**src/hdl/event_tc_pkg.sv**
```systemverilog
// Package for the event force and clear logic: register indices, field layout, resets.
// Assumes a 32-bit AHB-Lite bus and word registers at byte address four times the index.
package event_tc_pkg;

  // Number of event sources and their position in every 16-bit event register.
  localparam int unsigned EVENT_COUNT = 10;
  localparam int unsigned EVENT_LSB   = 6;
  localparam int unsigned EVENT_MSB   = 15;

  // Bit positions of the individual sources.
  localparam int unsigned CURRENT_HIGH_BIT     = 15;
  localparam int unsigned VOLTAGE_HIGH_BIT     = 14;
  localparam int unsigned POWER_HIGH_BIT       = 13;
  localparam int unsigned VOLTAGE_LOW_BIT      = 12;
  localparam int unsigned FREQUENCY_HIGH_BIT   = 11;
  localparam int unsigned FREQUENCY_LOW_BIT    = 10;
  localparam int unsigned TEMPERATURE_HIGH_BIT = 9;
  localparam int unsigned TEMPERATURE_LOW_BIT  = 8;
  localparam int unsigned VOLTAGE_DIP_BIT      = 7;
  localparam int unsigned VOLTAGE_SPIKE_BIT    = 6;

  // Register indices; the byte address on the bus is four times the index.
  localparam logic [29:0] FORCE_IDX     = 30'h0000_0090;
  localparam logic [29:0] FLAGS_IDX     = 30'h0000_0091;
  localparam logic [29:0] CLEAR_IDX     = 30'h0000_0092;
  localparam logic [29:0] STD_MASK_IDX  = 30'h0000_0093;
  localparam logic [29:0] CRIT_MASK_IDX = 30'h0000_0094;
  localparam logic [29:0] IRQ_MASK_IDX  = 30'h0000_0095;

  // Reset values of every stored field.
  localparam logic [EVENT_COUNT-1:0] EVENT_RESET = 10'h000;
  localparam logic [31:0]            RDATA_ZERO  = 32'h0000_0000;

  // AHB transfer type that starts a single transfer.
  localparam logic [1:0] HTRANS_NONSEQ = 2'h2;

  // Address phase captured for use in the following data phase.
  typedef struct packed {
    logic        sel;
    logic        write;
    logic [29:0] idx;
  } ahb_req_type;

endpackage

```
**src/hdl/event_test_and_clear_logic.sv**
```systemverilog
// Event force and clear logic with its AHB-Lite register slave and notification pins.
// Assumes one slave per bus with zero wait states; detection pulses are synchronous to hclk.
// How the pieces fit together
// Each of the ten event sources keeps two sticky bits of state. The detected bit is set by a
// pulse or level on detect_in and stays set after the condition passes. The forced bit is set
// by software through the force register. The flag that software reads is the union of both,
// so either cause keeps the event visible and the notification pins see one picture.
//
// Writing the force register replaces the whole forced set. A zero therefore withdraws a
// forced event, but it can never touch a detected one, because the detected set lives in a
// separate register. This split is the reason for keeping two vectors instead of one.
//
// The clear register does not hold its value. A written one is kept for exactly one cycle,
// during which it can be read back, and at the next edge it takes down both the detected and
// the forced bit of that source and returns to zero by itself. Software that polls the
// clear register straight after a write may therefore still see its own bits for one cycle.
//
// The flag register doubles as interrupt status: a one written to a flag bit clears both
// causes at once, in the same way as the clear register but without the one-cycle delay.
//
// A detection that lands in the same cycle as a clear wins, so a real fault that comes back
// while software is tidying up is never lost. The price is that software must read the flags
// again after clearing to be sure that the condition has really gone away.
//
// The three output pins are registered. They follow the flags one cycle later, which keeps
// them free of glitches from the decode logic at the cost of one cycle of latency.
//
// Limitations: the bus slave answers every transfer at once and never stalls. Unaligned
// addresses and unmapped indices read as zero and ignore writes. hsize is not checked, so a
// narrow write updates the whole register from the full data word.
//
// Our own choice: the AHB-Lite register port.
module event_test_and_clear_logic (
  input  wire logic        hclk,          // System clock, 200 MHz.
  input  wire logic        hresetn,       // Asynchronous reset, active low.
  input  wire logic        hsel,          // Slave select.
  input  wire logic [31:0] haddr,         // Byte address.
  input  wire logic [1:0]  htrans,        // Transfer type.
  input  wire logic        hwrite,        // Write when high.
  input  wire logic [2:0]  hsize,         // Only whole words are used.
  input  wire logic [31:0] hwdata,        // Write data.
  input  wire logic        hready,        // Bus ready from the interconnect.
  input  wire logic [9:0]  detect_in,     // Limit breach pulses, bit 9 is current high.
  output logic      [31:0] hrdata,        // Read data.
  output logic             hreadyout,     // Always ready.
  output logic             hresp,         // Always OKAY.
  output logic             standard_pin,  // Standard notification output.
  output logic             critical_pin,  // Critical notification output.
  output logic             irq            // Level interrupt.
);

  localparam int unsigned N  = event_tc_pkg::EVENT_COUNT;
  localparam int unsigned LO = event_tc_pkg::EVENT_LSB;
  localparam int unsigned HI = event_tc_pkg::EVENT_MSB;

  // Captured address phase and the stored fields.
  event_tc_pkg::ahb_req_type req_q, req_d;  // Address phase held for the data phase.
  logic [N-1:0] true_q,  true_d;            // Events raised by real detection.
  logic [N-1:0] force_q, force_d;           // Events forced by software.
  logic [N-1:0] clr_q,   clr_d;             // Pending clear bits, self clearing.
  logic [N-1:0] std_mask_q,  std_mask_d;    // Events routed to the standard pin.
  logic [N-1:0] crit_mask_q, crit_mask_d;   // Events routed to the critical pin.
  logic [N-1:0] irq_mask_q,  irq_mask_d;    // Events routed to the interrupt.
  logic         std_q, crit_q, irq_q;       // Registered pin levels.

  // Decode of the data phase; every register is one aligned word.
  // Writes act in the data phase, one cycle after the address phase that named them, so the
  // strobes below are built from the captured request and not from the live bus.
  wire          addr_phase = hsel && hready && (htrans == event_tc_pkg::HTRANS_NONSEQ);
  wire          wr_any     = req_q.sel && req_q.write;
  wire          rd_active  = req_q.sel && !req_q.write;
  wire          wr_force   = wr_any && (req_q.idx == event_tc_pkg::FORCE_IDX);
  wire          wr_flags   = wr_any && (req_q.idx == event_tc_pkg::FLAGS_IDX);
  wire          wr_clear   = wr_any && (req_q.idx == event_tc_pkg::CLEAR_IDX);
  wire          wr_std     = wr_any && (req_q.idx == event_tc_pkg::STD_MASK_IDX);
  wire          wr_crit    = wr_any && (req_q.idx == event_tc_pkg::CRIT_MASK_IDX);
  wire          wr_irq     = wr_any && (req_q.idx == event_tc_pkg::IRQ_MASK_IDX);
  wire [N-1:0]  hw_bits    = hwdata[HI:LO];
  wire [N-1:0]  w1c_bits   = wr_flags ? hw_bits : event_tc_pkg::EVENT_RESET;

  // The visible flag is the union of detected and forced events.
  wire [N-1:0]  flag_vec   = true_q | force_q;

  // Address phase capture; the upper address bits form the word index.
  assign req_d.sel   = addr_phase && (haddr[1:0] == 2'h0);
  assign req_d.write = hwrite;
  assign req_d.idx   = haddr[31:2];

  // A detection in the same cycle as a clear survives, so no event is lost.
  assign true_d = (true_q & ~clr_q & ~w1c_bits) | detect_in;

  // A force write replaces the forced set; a zero only withdraws forced events.
  // Clears take the force bit down as well so a cleared event does not reappear.
  assign force_d = (wr_force ? hw_bits : force_q) & ~clr_q & ~w1c_bits;

  // Clear bits live for one cycle: they act at the next edge and vanish with it.
  assign clr_d = wr_clear ? hw_bits : event_tc_pkg::EVENT_RESET;

  // Mask registers keep their value unless written.
  assign std_mask_d  = wr_std  ? hw_bits : std_mask_q;
  assign crit_mask_d = wr_crit ? hw_bits : crit_mask_q;
  assign irq_mask_d  = wr_irq  ? hw_bits : irq_mask_q;

  // Read mux; the low six bits and bits above fifteen always read as zero.
  // Only stored state reaches the mux, so read data never depends on the live bus inputs.
  wire [N-1:0] rd_sel =
      (req_q.idx == event_tc_pkg::FORCE_IDX)     ? force_q     :
      (req_q.idx == event_tc_pkg::FLAGS_IDX)     ? flag_vec    :
      (req_q.idx == event_tc_pkg::CLEAR_IDX)     ? clr_q       :
      (req_q.idx == event_tc_pkg::STD_MASK_IDX)  ? std_mask_q  :
      (req_q.idx == event_tc_pkg::CRIT_MASK_IDX) ? crit_mask_q :
      (req_q.idx == event_tc_pkg::IRQ_MASK_IDX)  ? irq_mask_q  :
      event_tc_pkg::EVENT_RESET;

  // Unmapped addresses read zero; hrdata is a mux of flip-flops only.
  assign hrdata    = rd_active ? {16'h0000, rd_sel, 6'h00} : event_tc_pkg::RDATA_ZERO;
  assign hreadyout = 1'b1;
  assign hresp     = 1'b0;

  // Pins follow the masks one cycle after the flags move.
  assign standard_pin = std_q;
  assign critical_pin = crit_q;
  assign irq          = irq_q;

  // Bus capture register.
  always_ff @(posedge hclk or negedge hresetn) begin
    if (!hresetn) begin
      req_q <= '0;
    end else begin
      req_q <= req_d;
    end
  end

  // Event state; all fields reset to zero.
  // The three vectors share one process because they move together on every clear.
  always_ff @(posedge hclk or negedge hresetn) begin
    if (!hresetn) begin
      true_q  <= event_tc_pkg::EVENT_RESET;
      force_q <= event_tc_pkg::EVENT_RESET;
      clr_q   <= event_tc_pkg::EVENT_RESET;
    end else begin
      true_q  <= true_d;
      force_q <= force_d;
      clr_q   <= clr_d;
    end
  end

  // Mask registers.
  always_ff @(posedge hclk or negedge hresetn) begin
    if (!hresetn) begin
      std_mask_q  <= event_tc_pkg::EVENT_RESET;
      crit_mask_q <= event_tc_pkg::EVENT_RESET;
      irq_mask_q  <= event_tc_pkg::EVENT_RESET;
    end else begin
      std_mask_q  <= std_mask_d;
      crit_mask_q <= crit_mask_d;
      irq_mask_q  <= irq_mask_d;
    end
  end

  // Notification pins go high while any routed event is active.
  always_ff @(posedge hclk or negedge hresetn) begin
    if (!hresetn) begin
      std_q  <= 1'b0;
      crit_q <= 1'b0;
      irq_q  <= 1'b0;
    end else begin
      std_q  <= |(flag_vec & std_mask_q);
      crit_q <= |(flag_vec & crit_mask_q);
      irq_q  <= |(flag_vec & irq_mask_q);
    end
  end
endmodule

```
**config.mk**
```make
export PLATFORM = sky130hd
export DESIGN_NAME = event_test_and_clear_logic
export DESIGN_NICKNAME = d
export VERILOG_FILES = /design/src/hdl/event_tc_pkg.sv /design/src/hdl/event_test_and_clear_logic.sv
export SDC_FILE = /design/constraint.sdc
export NUM_CORES = 1
export LEC_CHECK = 0
export BUFFER_PORTS_ARGS = -buffer_cell sky130_fd_sc_hd__buf_2
export CAP_MARGIN = 15
export CORE_UTILIZATION = 47
export DETAILED_ROUTE_END_ITERATION = 8
export PLACE_DENSITY = 0.76
export RECOVER_POWER = 25
export SYNTH_ARGS = -nofsm -noshare
export SYNTH_HDL_FRONTEND = slang
export SYNTH_SLANG_ARGS = --single-unit
```
**constraint.sdc**
```tcl
create_clock -name hclk -period 2.6 [get_ports hclk]
set_clock_uncertainty 0.2 [all_clocks]
set_input_delay 0.26 -clock hclk [delete_from_list [all_inputs] [get_ports hclk]]
set_output_delay 0.26 -clock hclk [all_outputs]
set_load 0.01 [all_outputs]
```
* Word-level counts from Yosys, hierarchy flattened
Index checks and enable logic that the tools add are counted. W data, S select, Z words.
Word-level totals: register bits after elaboration 95, input port bits 84
Operators by class: equality and inequality tests 7, multiplexer cells 10, bitwise operators 11, reductions and logical operators 16
Operators with widths (number):
- $eq A30 B8 Y1 const B | 6
- $mux W10 | 9
- $and A10 B10 Y10 | 7
- $reduce_or A10 Y1 | 3
- $not A10 Y10 | 2
- $or A10 B10 Y10 | 2
- $mux W16 | 1
- $logic_and A1 B1 Y1 | 11
- $eq A2 B2 Y1 const B | 1
- $logic_not A2 Y1 | 1
- $logic_not A1 Y1 | 1

* Longest topological paths before layout
depth after elaboration 8, depth in mapped cells 8, gate-level depth less buffers 6

* Least setup slack after synthesis
No wires, ideal clock.
path kind register -> register, start point register req_q[5] in the netlist's numbering, end point register irq_mask_q[0], arrival time 2204 ps, data required time 2275 ps, setup slack 71 ps, cell stages (with the launch flop) 8, buffers on the path 2, cell sequence dfrtp_1 > or3b_1 > or2_1 > buf_6 > nor3_2 > and3_1 > buf_2 > mux2_2
Between the ends: cells in the longest elaborated chain, start to end 2
RTL lines:
- from (decl) | RTL line event_test_and_clear_logic.sv:57 | event_tc_pkg::ahb_req_type req_q, req_d;
- from (signal assigned) | RTL line event_test_and_clear_logic.sv:130 | req_q <= req_d;
- $eq A30 B8 Y1 | RTL line event_test_and_clear_logic.sv:77 | wire wr_irq = wr_any && (req_q.idx == event_tc_pkg::IRQ_MASK_IDX);
- $logic_and A1 B1 Y1 | RTL line event_test_and_clear_logic.sv:77
- to (signal assigned) | RTL line event_test_and_clear_logic.sv:153 | irq_mask_q <= event_tc_pkg::EVENT_RESET;
- to (signal assigned) | RTL line event_test_and_clear_logic.sv:157 | irq_mask_q <= irq_mask_d;
- to (decl) | RTL line event_test_and_clear_logic.sv:63 | logic [N-1:0] irq_mask_q, irq_mask_d;
Every way passes these cells. A chain may end at the register's enable or synchronous reset.

* Worst setup path after layout
start point register req_q[5] in the netlist's numbering, end point output port hrdata[10]
Between the ends: cells in the longest elaborated chain, start to end 8, elaborated cells between the ends (all ways) 13, those cells by class 6 x eq/ne; 7 x mux
RTL lines:
- $eq A30 B8 Y1 | RTL line event_test_and_clear_logic.sv:112 | (req_q.idx == event_tc_pkg::IRQ_MASK_IDX) ? irq_mask_q :
- $mux W10 | RTL line event_test_and_clear_logic.sv:112
- $mux W10 | RTL line event_test_and_clear_logic.sv:111 | (req_q.idx == event_tc_pkg::CRIT_MASK_IDX) ? crit_mask_q :
- $mux W10 | RTL line event_test_and_clear_logic.sv:110 | (req_q.idx == event_tc_pkg::STD_MASK_IDX) ? std_mask_q :
- $mux W10 | RTL line event_test_and_clear_logic.sv:109 | (req_q.idx == event_tc_pkg::CLEAR_IDX) ? clr_q :
- $mux W10 | RTL line event_test_and_clear_logic.sv:108 | (req_q.idx == event_tc_pkg::FLAGS_IDX) ? flag_vec :
- $mux W10 * | RTL line event_test_and_clear_logic.sv:107 | (req_q.idx == event_tc_pkg::FORCE_IDX) ? force_q :
- $mux W16 * | RTL line event_test_and_clear_logic.sv:116 | assign hrdata = rd_active ? {16'h0000, rd_sel, 6'h00} : event_tc_pkg::RDATA_ZERO;
- to (decl) | RTL line event_test_and_clear_logic.sv:44 | output logic [31:0] hrdata,
Every way passes the cells marked *; elsewhere a longest branch is shown, timed or not.

==> impl_metrics.ini <==
[status]
outcome = finished with violations
violations = design-rule violations, negative setup slack

[routing]
drt-initial-drc-count = 429
vias = 3730
wl_per_cell_um = 17.96
drtAntennaViolNets = 0
firstDrtPassIters = 9
drt-total-wl_um = 11890
drc_errors = 18
vias_per_cell = 5.634

[clock_network]
cts_sinks = 95
cts-root-buf = clkbuf_8
clockBufferDepth = 2
clk_pin_slew_ps = 90
h-tree-depth = 3
clkLatencyLatePin_ps = 370
cts_made_buffers = 9
cts_tree = done

[power_and_ir_drop]
switching_share_pct = 24.56
clockPowerShare_pct = 35.9
comb_power_share_pct = 9.0
switching_power_uw = 685.7
internal_power_uw = 2106
p_per_area_nw_per_um2 = 467.6
pwr-share-seq_pct = 55.0
vdd_drop_max_v = 0.0002608
cellLeakagePower_uw = 0.002642

[worst_setup_path]
start_kind = flip-flop
r2r-start = req_q[5]
cp_max_fo = 6
critPathArrivalTime_ps = 2470
r2r_setup_slack_ps = -250
crit_chain = or3b_4 > or2_4 > buf_6 > nor4_4 > nand2_2 > o21ai_1 > nor2_1 > buf_2
crit_slowest_cell = or3b_4
worstReg2RegEnd = force_q[2]
worstRegToRegCells = 10
cpPeakStageDelay_ps = 400
critPathRequiredTime_ps = 2140
crit_path_end_kind = output pin
critPathKind = flip-flop to output pin

[timing]
layout_setup_ws_ps = -332.7
setup_tns_ps = -6606
relSlewSlack_pct = 2.343
rsz0062_at_grt = yes
finalCritPeriodShare_pct = 112.8
finalHoldViolCount = 0
worst_pin_slew_ps = 1465
fin_crit_ps = 2933
hold_slack_ps = 267.3
fmax_ghz = 0.3410
slew_violations = 0
final-setup-viol-count = 30

[final_layout]
final_core_util_pct = 67.80
drive_gt1_share_pct = 40.61
stdcell_area_um2 = 5971
syn2layout_area_growth_pct = 38.40
nNetsFinal = 633
antennaDiodeCount = 0
fin_cells = 662

[worst_hold_path]
hp-class = flip-flop to flip-flop
hp-start = clr_q[6]
whs_endpoint = force_q[6]
holdPathStages = 1

[floorplan]
coreArea_um2 = 8806
num_rows = 34
dieWidth_um = 97.81
initial_core_util_pct = 48.99
die-area_um2 = 9566
ios = 121
chipHeight_um = 97.81

[global_route]
gr-usage-all-layers_pct = 25.37
grt_start_max_net_pins = 61
grt_overflow = 0
antenna_found_initial = 0
grt_pass1_wl_um = 18590
grt_pass1_vias = 3688

[synth]
synth_cell_types = 46
syn-cell-area_um2 = 4314
synth-edff-count = 0
synth_top_flop_cell = dfrtp_1
syn_inst = 392
synth_warnings = 0
syn_area_per_cell_um2 = 11.01
synth_seq_cells = 95
async_flop_share_pct = 100.0
ys_seq_area_share_pct = 55.10

[placed_design]
place_hpwl_um = 7425
dp_cells = 588
globalplace.congestion = 0.9317
placedInstanceArea_um2 = 4892
port_buffers = 71

[job]
cap_violations = 0
==> through the flow <==
stage | setup slack (ps) | total power (uW)
floorplan | 71.01 | 1644
global placement | 60.02 | 1721
detailed placement | 15.40 | 1727
CTS | -240.9 | 2780
global route | -397.1 | 2886
finish | -332.7 | 2792
==> how the worst max path moves through the flow <==
stage                    from              to
global route        req_q[14]       hrdata[6]
CTS                  req_q[6]       hrdata[7]
detailed placement   req_q[5]      force_q[7]
global placement     req_q[5]  crit_mask_q[0]
finish               req_q[5]      hrdata[10]
floorplan            req_q[5]   irq_mask_q[0]
==> cells in the final DEF, fill, tap and decap left out, types with 5 or more instances in the layout <==
cell / count
dlygate4sd3_1: 54
nand3_1: 6
nand2_2: 19
or2_2: 11
a22oi_1: 14
buf_2: 70
and2_1: 10
inv_1: 13
a21oi_1: 8
a222oi_1: 6
buf_4: 22
nand2_1: 18
o21ai_2: 5
mux2_2: 30
a31o_1: 10
conb_1: 24
dfrtp_1: 94
o21ai_1: 15
nor4_4: 5
a21oi_2: 14
buf_6: 12
clkbuf_8: 10
nor2_1: 19
==> logic make-up (layout without fill, tap and decap cells) <==
| family | after synthesis | count (layout) | synth area share, % |
|---|---|---|---|
| other cells | 2 | 24 | 0.1741 |
| simple gates | 124 | 124 | 15.75 |
| buf+inv | 50 | 190 | 6.844 |
| compound gates | 89 | 89 | 13.83 |
| flops | 95 | 95 | 55.10 |
| mux | 32 | 32 | 8.295 |
==> final cells by class <==
cell class                      count  area, um2
Multi-Input combinational cell    269       1983
Timing Repair Buffer              160       1216
Inverter                           14      52.55
Clock buffer                       10      137.6
Tap cell                          108      135.1
Fill cell                         638       2835
Clock inverter                      6      67.56
Sequential cell                    95       2379
==> power groups by stage <==
stage / Sequential, uW / Combinational [uW] / Clock [uW]
floorplan: 1550 / 94.1 / 0
finish: 1540 / 252 / 1000
global route: 1540 / 274 / 1070
global placement: 1550 / 168 / 0
CTS: 1530 / 239 / 1010
detailed placement: 1550 / 172 / 0
==> layer usage <==
metal	global-route usage, %	vias up	routed length, um
met1	33.09	1843	4913
met3	4.581	36	769
li1	-	1667	-
met5	0	-	0
met2	41.24	184	5874
met4	12.24	0	334
==> critical path, delay by kind of cell, from the launching register on <==
kind	cells	cell delay, ps
AOI/OAI and AO/OA	1	170
buffers and inverters	2	280
DFF	1	380
and+or+nand+nor	5	1270
==> registers in the layout (all words and copies together) (netlist names) <==
register / cells
std_mask_q: 10
true_q: 10
crit_mask_q: 10
standard_pin: 1
irq: 1
critical_pin: 1
clr_q: 10
force_q: 10
irq_mask_q: 10
req_q: 32
==> synth_stat cells (3+ instances only) <==
| library cell | instances | area (um2) |
|---|---|---|
| nand4_1 | 4 | 25.02 |
| o21ai_1 | 10 | 50.05 |
| a22oi_1 | 15 | 112.6 |
| nor2_1 | 20 | 75.07 |
| a31o_1 | 10 | 87.58 |
| a221o_1 | 3 | 30.03 |
| nand2_1 | 39 | 146.4 |
| a222oi_1 | 6 | 60.06 |
| nand3_1 | 6 | 30.03 |
| and2_1 | 10 | 62.56 |
| a221oi_1 | 3 | 26.28 |
| clkbuf_1 | 7 | 26.28 |
| nor4_1 | 8 | 50.05 |
| a31oi_1 | 3 | 18.77 |
| a21oi_1 | 22 | 110.1 |
| or2_2 | 12 | 75.07 |
| a22o_1 | 3 | 26.28 |
| inv_1 | 13 | 48.80 |
| buf_4 | 24 | 180.2 |
| o21ai_0 | 12 | 60.06 |
| nor2b_1 | 4 | 25.02 |
| dfrtp_1 | 95 | 2377 |
| mux2_2 | 30 | 337.8 |
==> what timing repair did <==
item                                   in CTS  in global routing
hold buffers                               54                  0
setup endpoints to repair                  10                 60
buffers inserted                            6                  2
pin swaps                                  21                 39
endpoints found under the hold margin     117                  0
gates resized for setup                    33                 53
(Power assumes the default switching activity.)
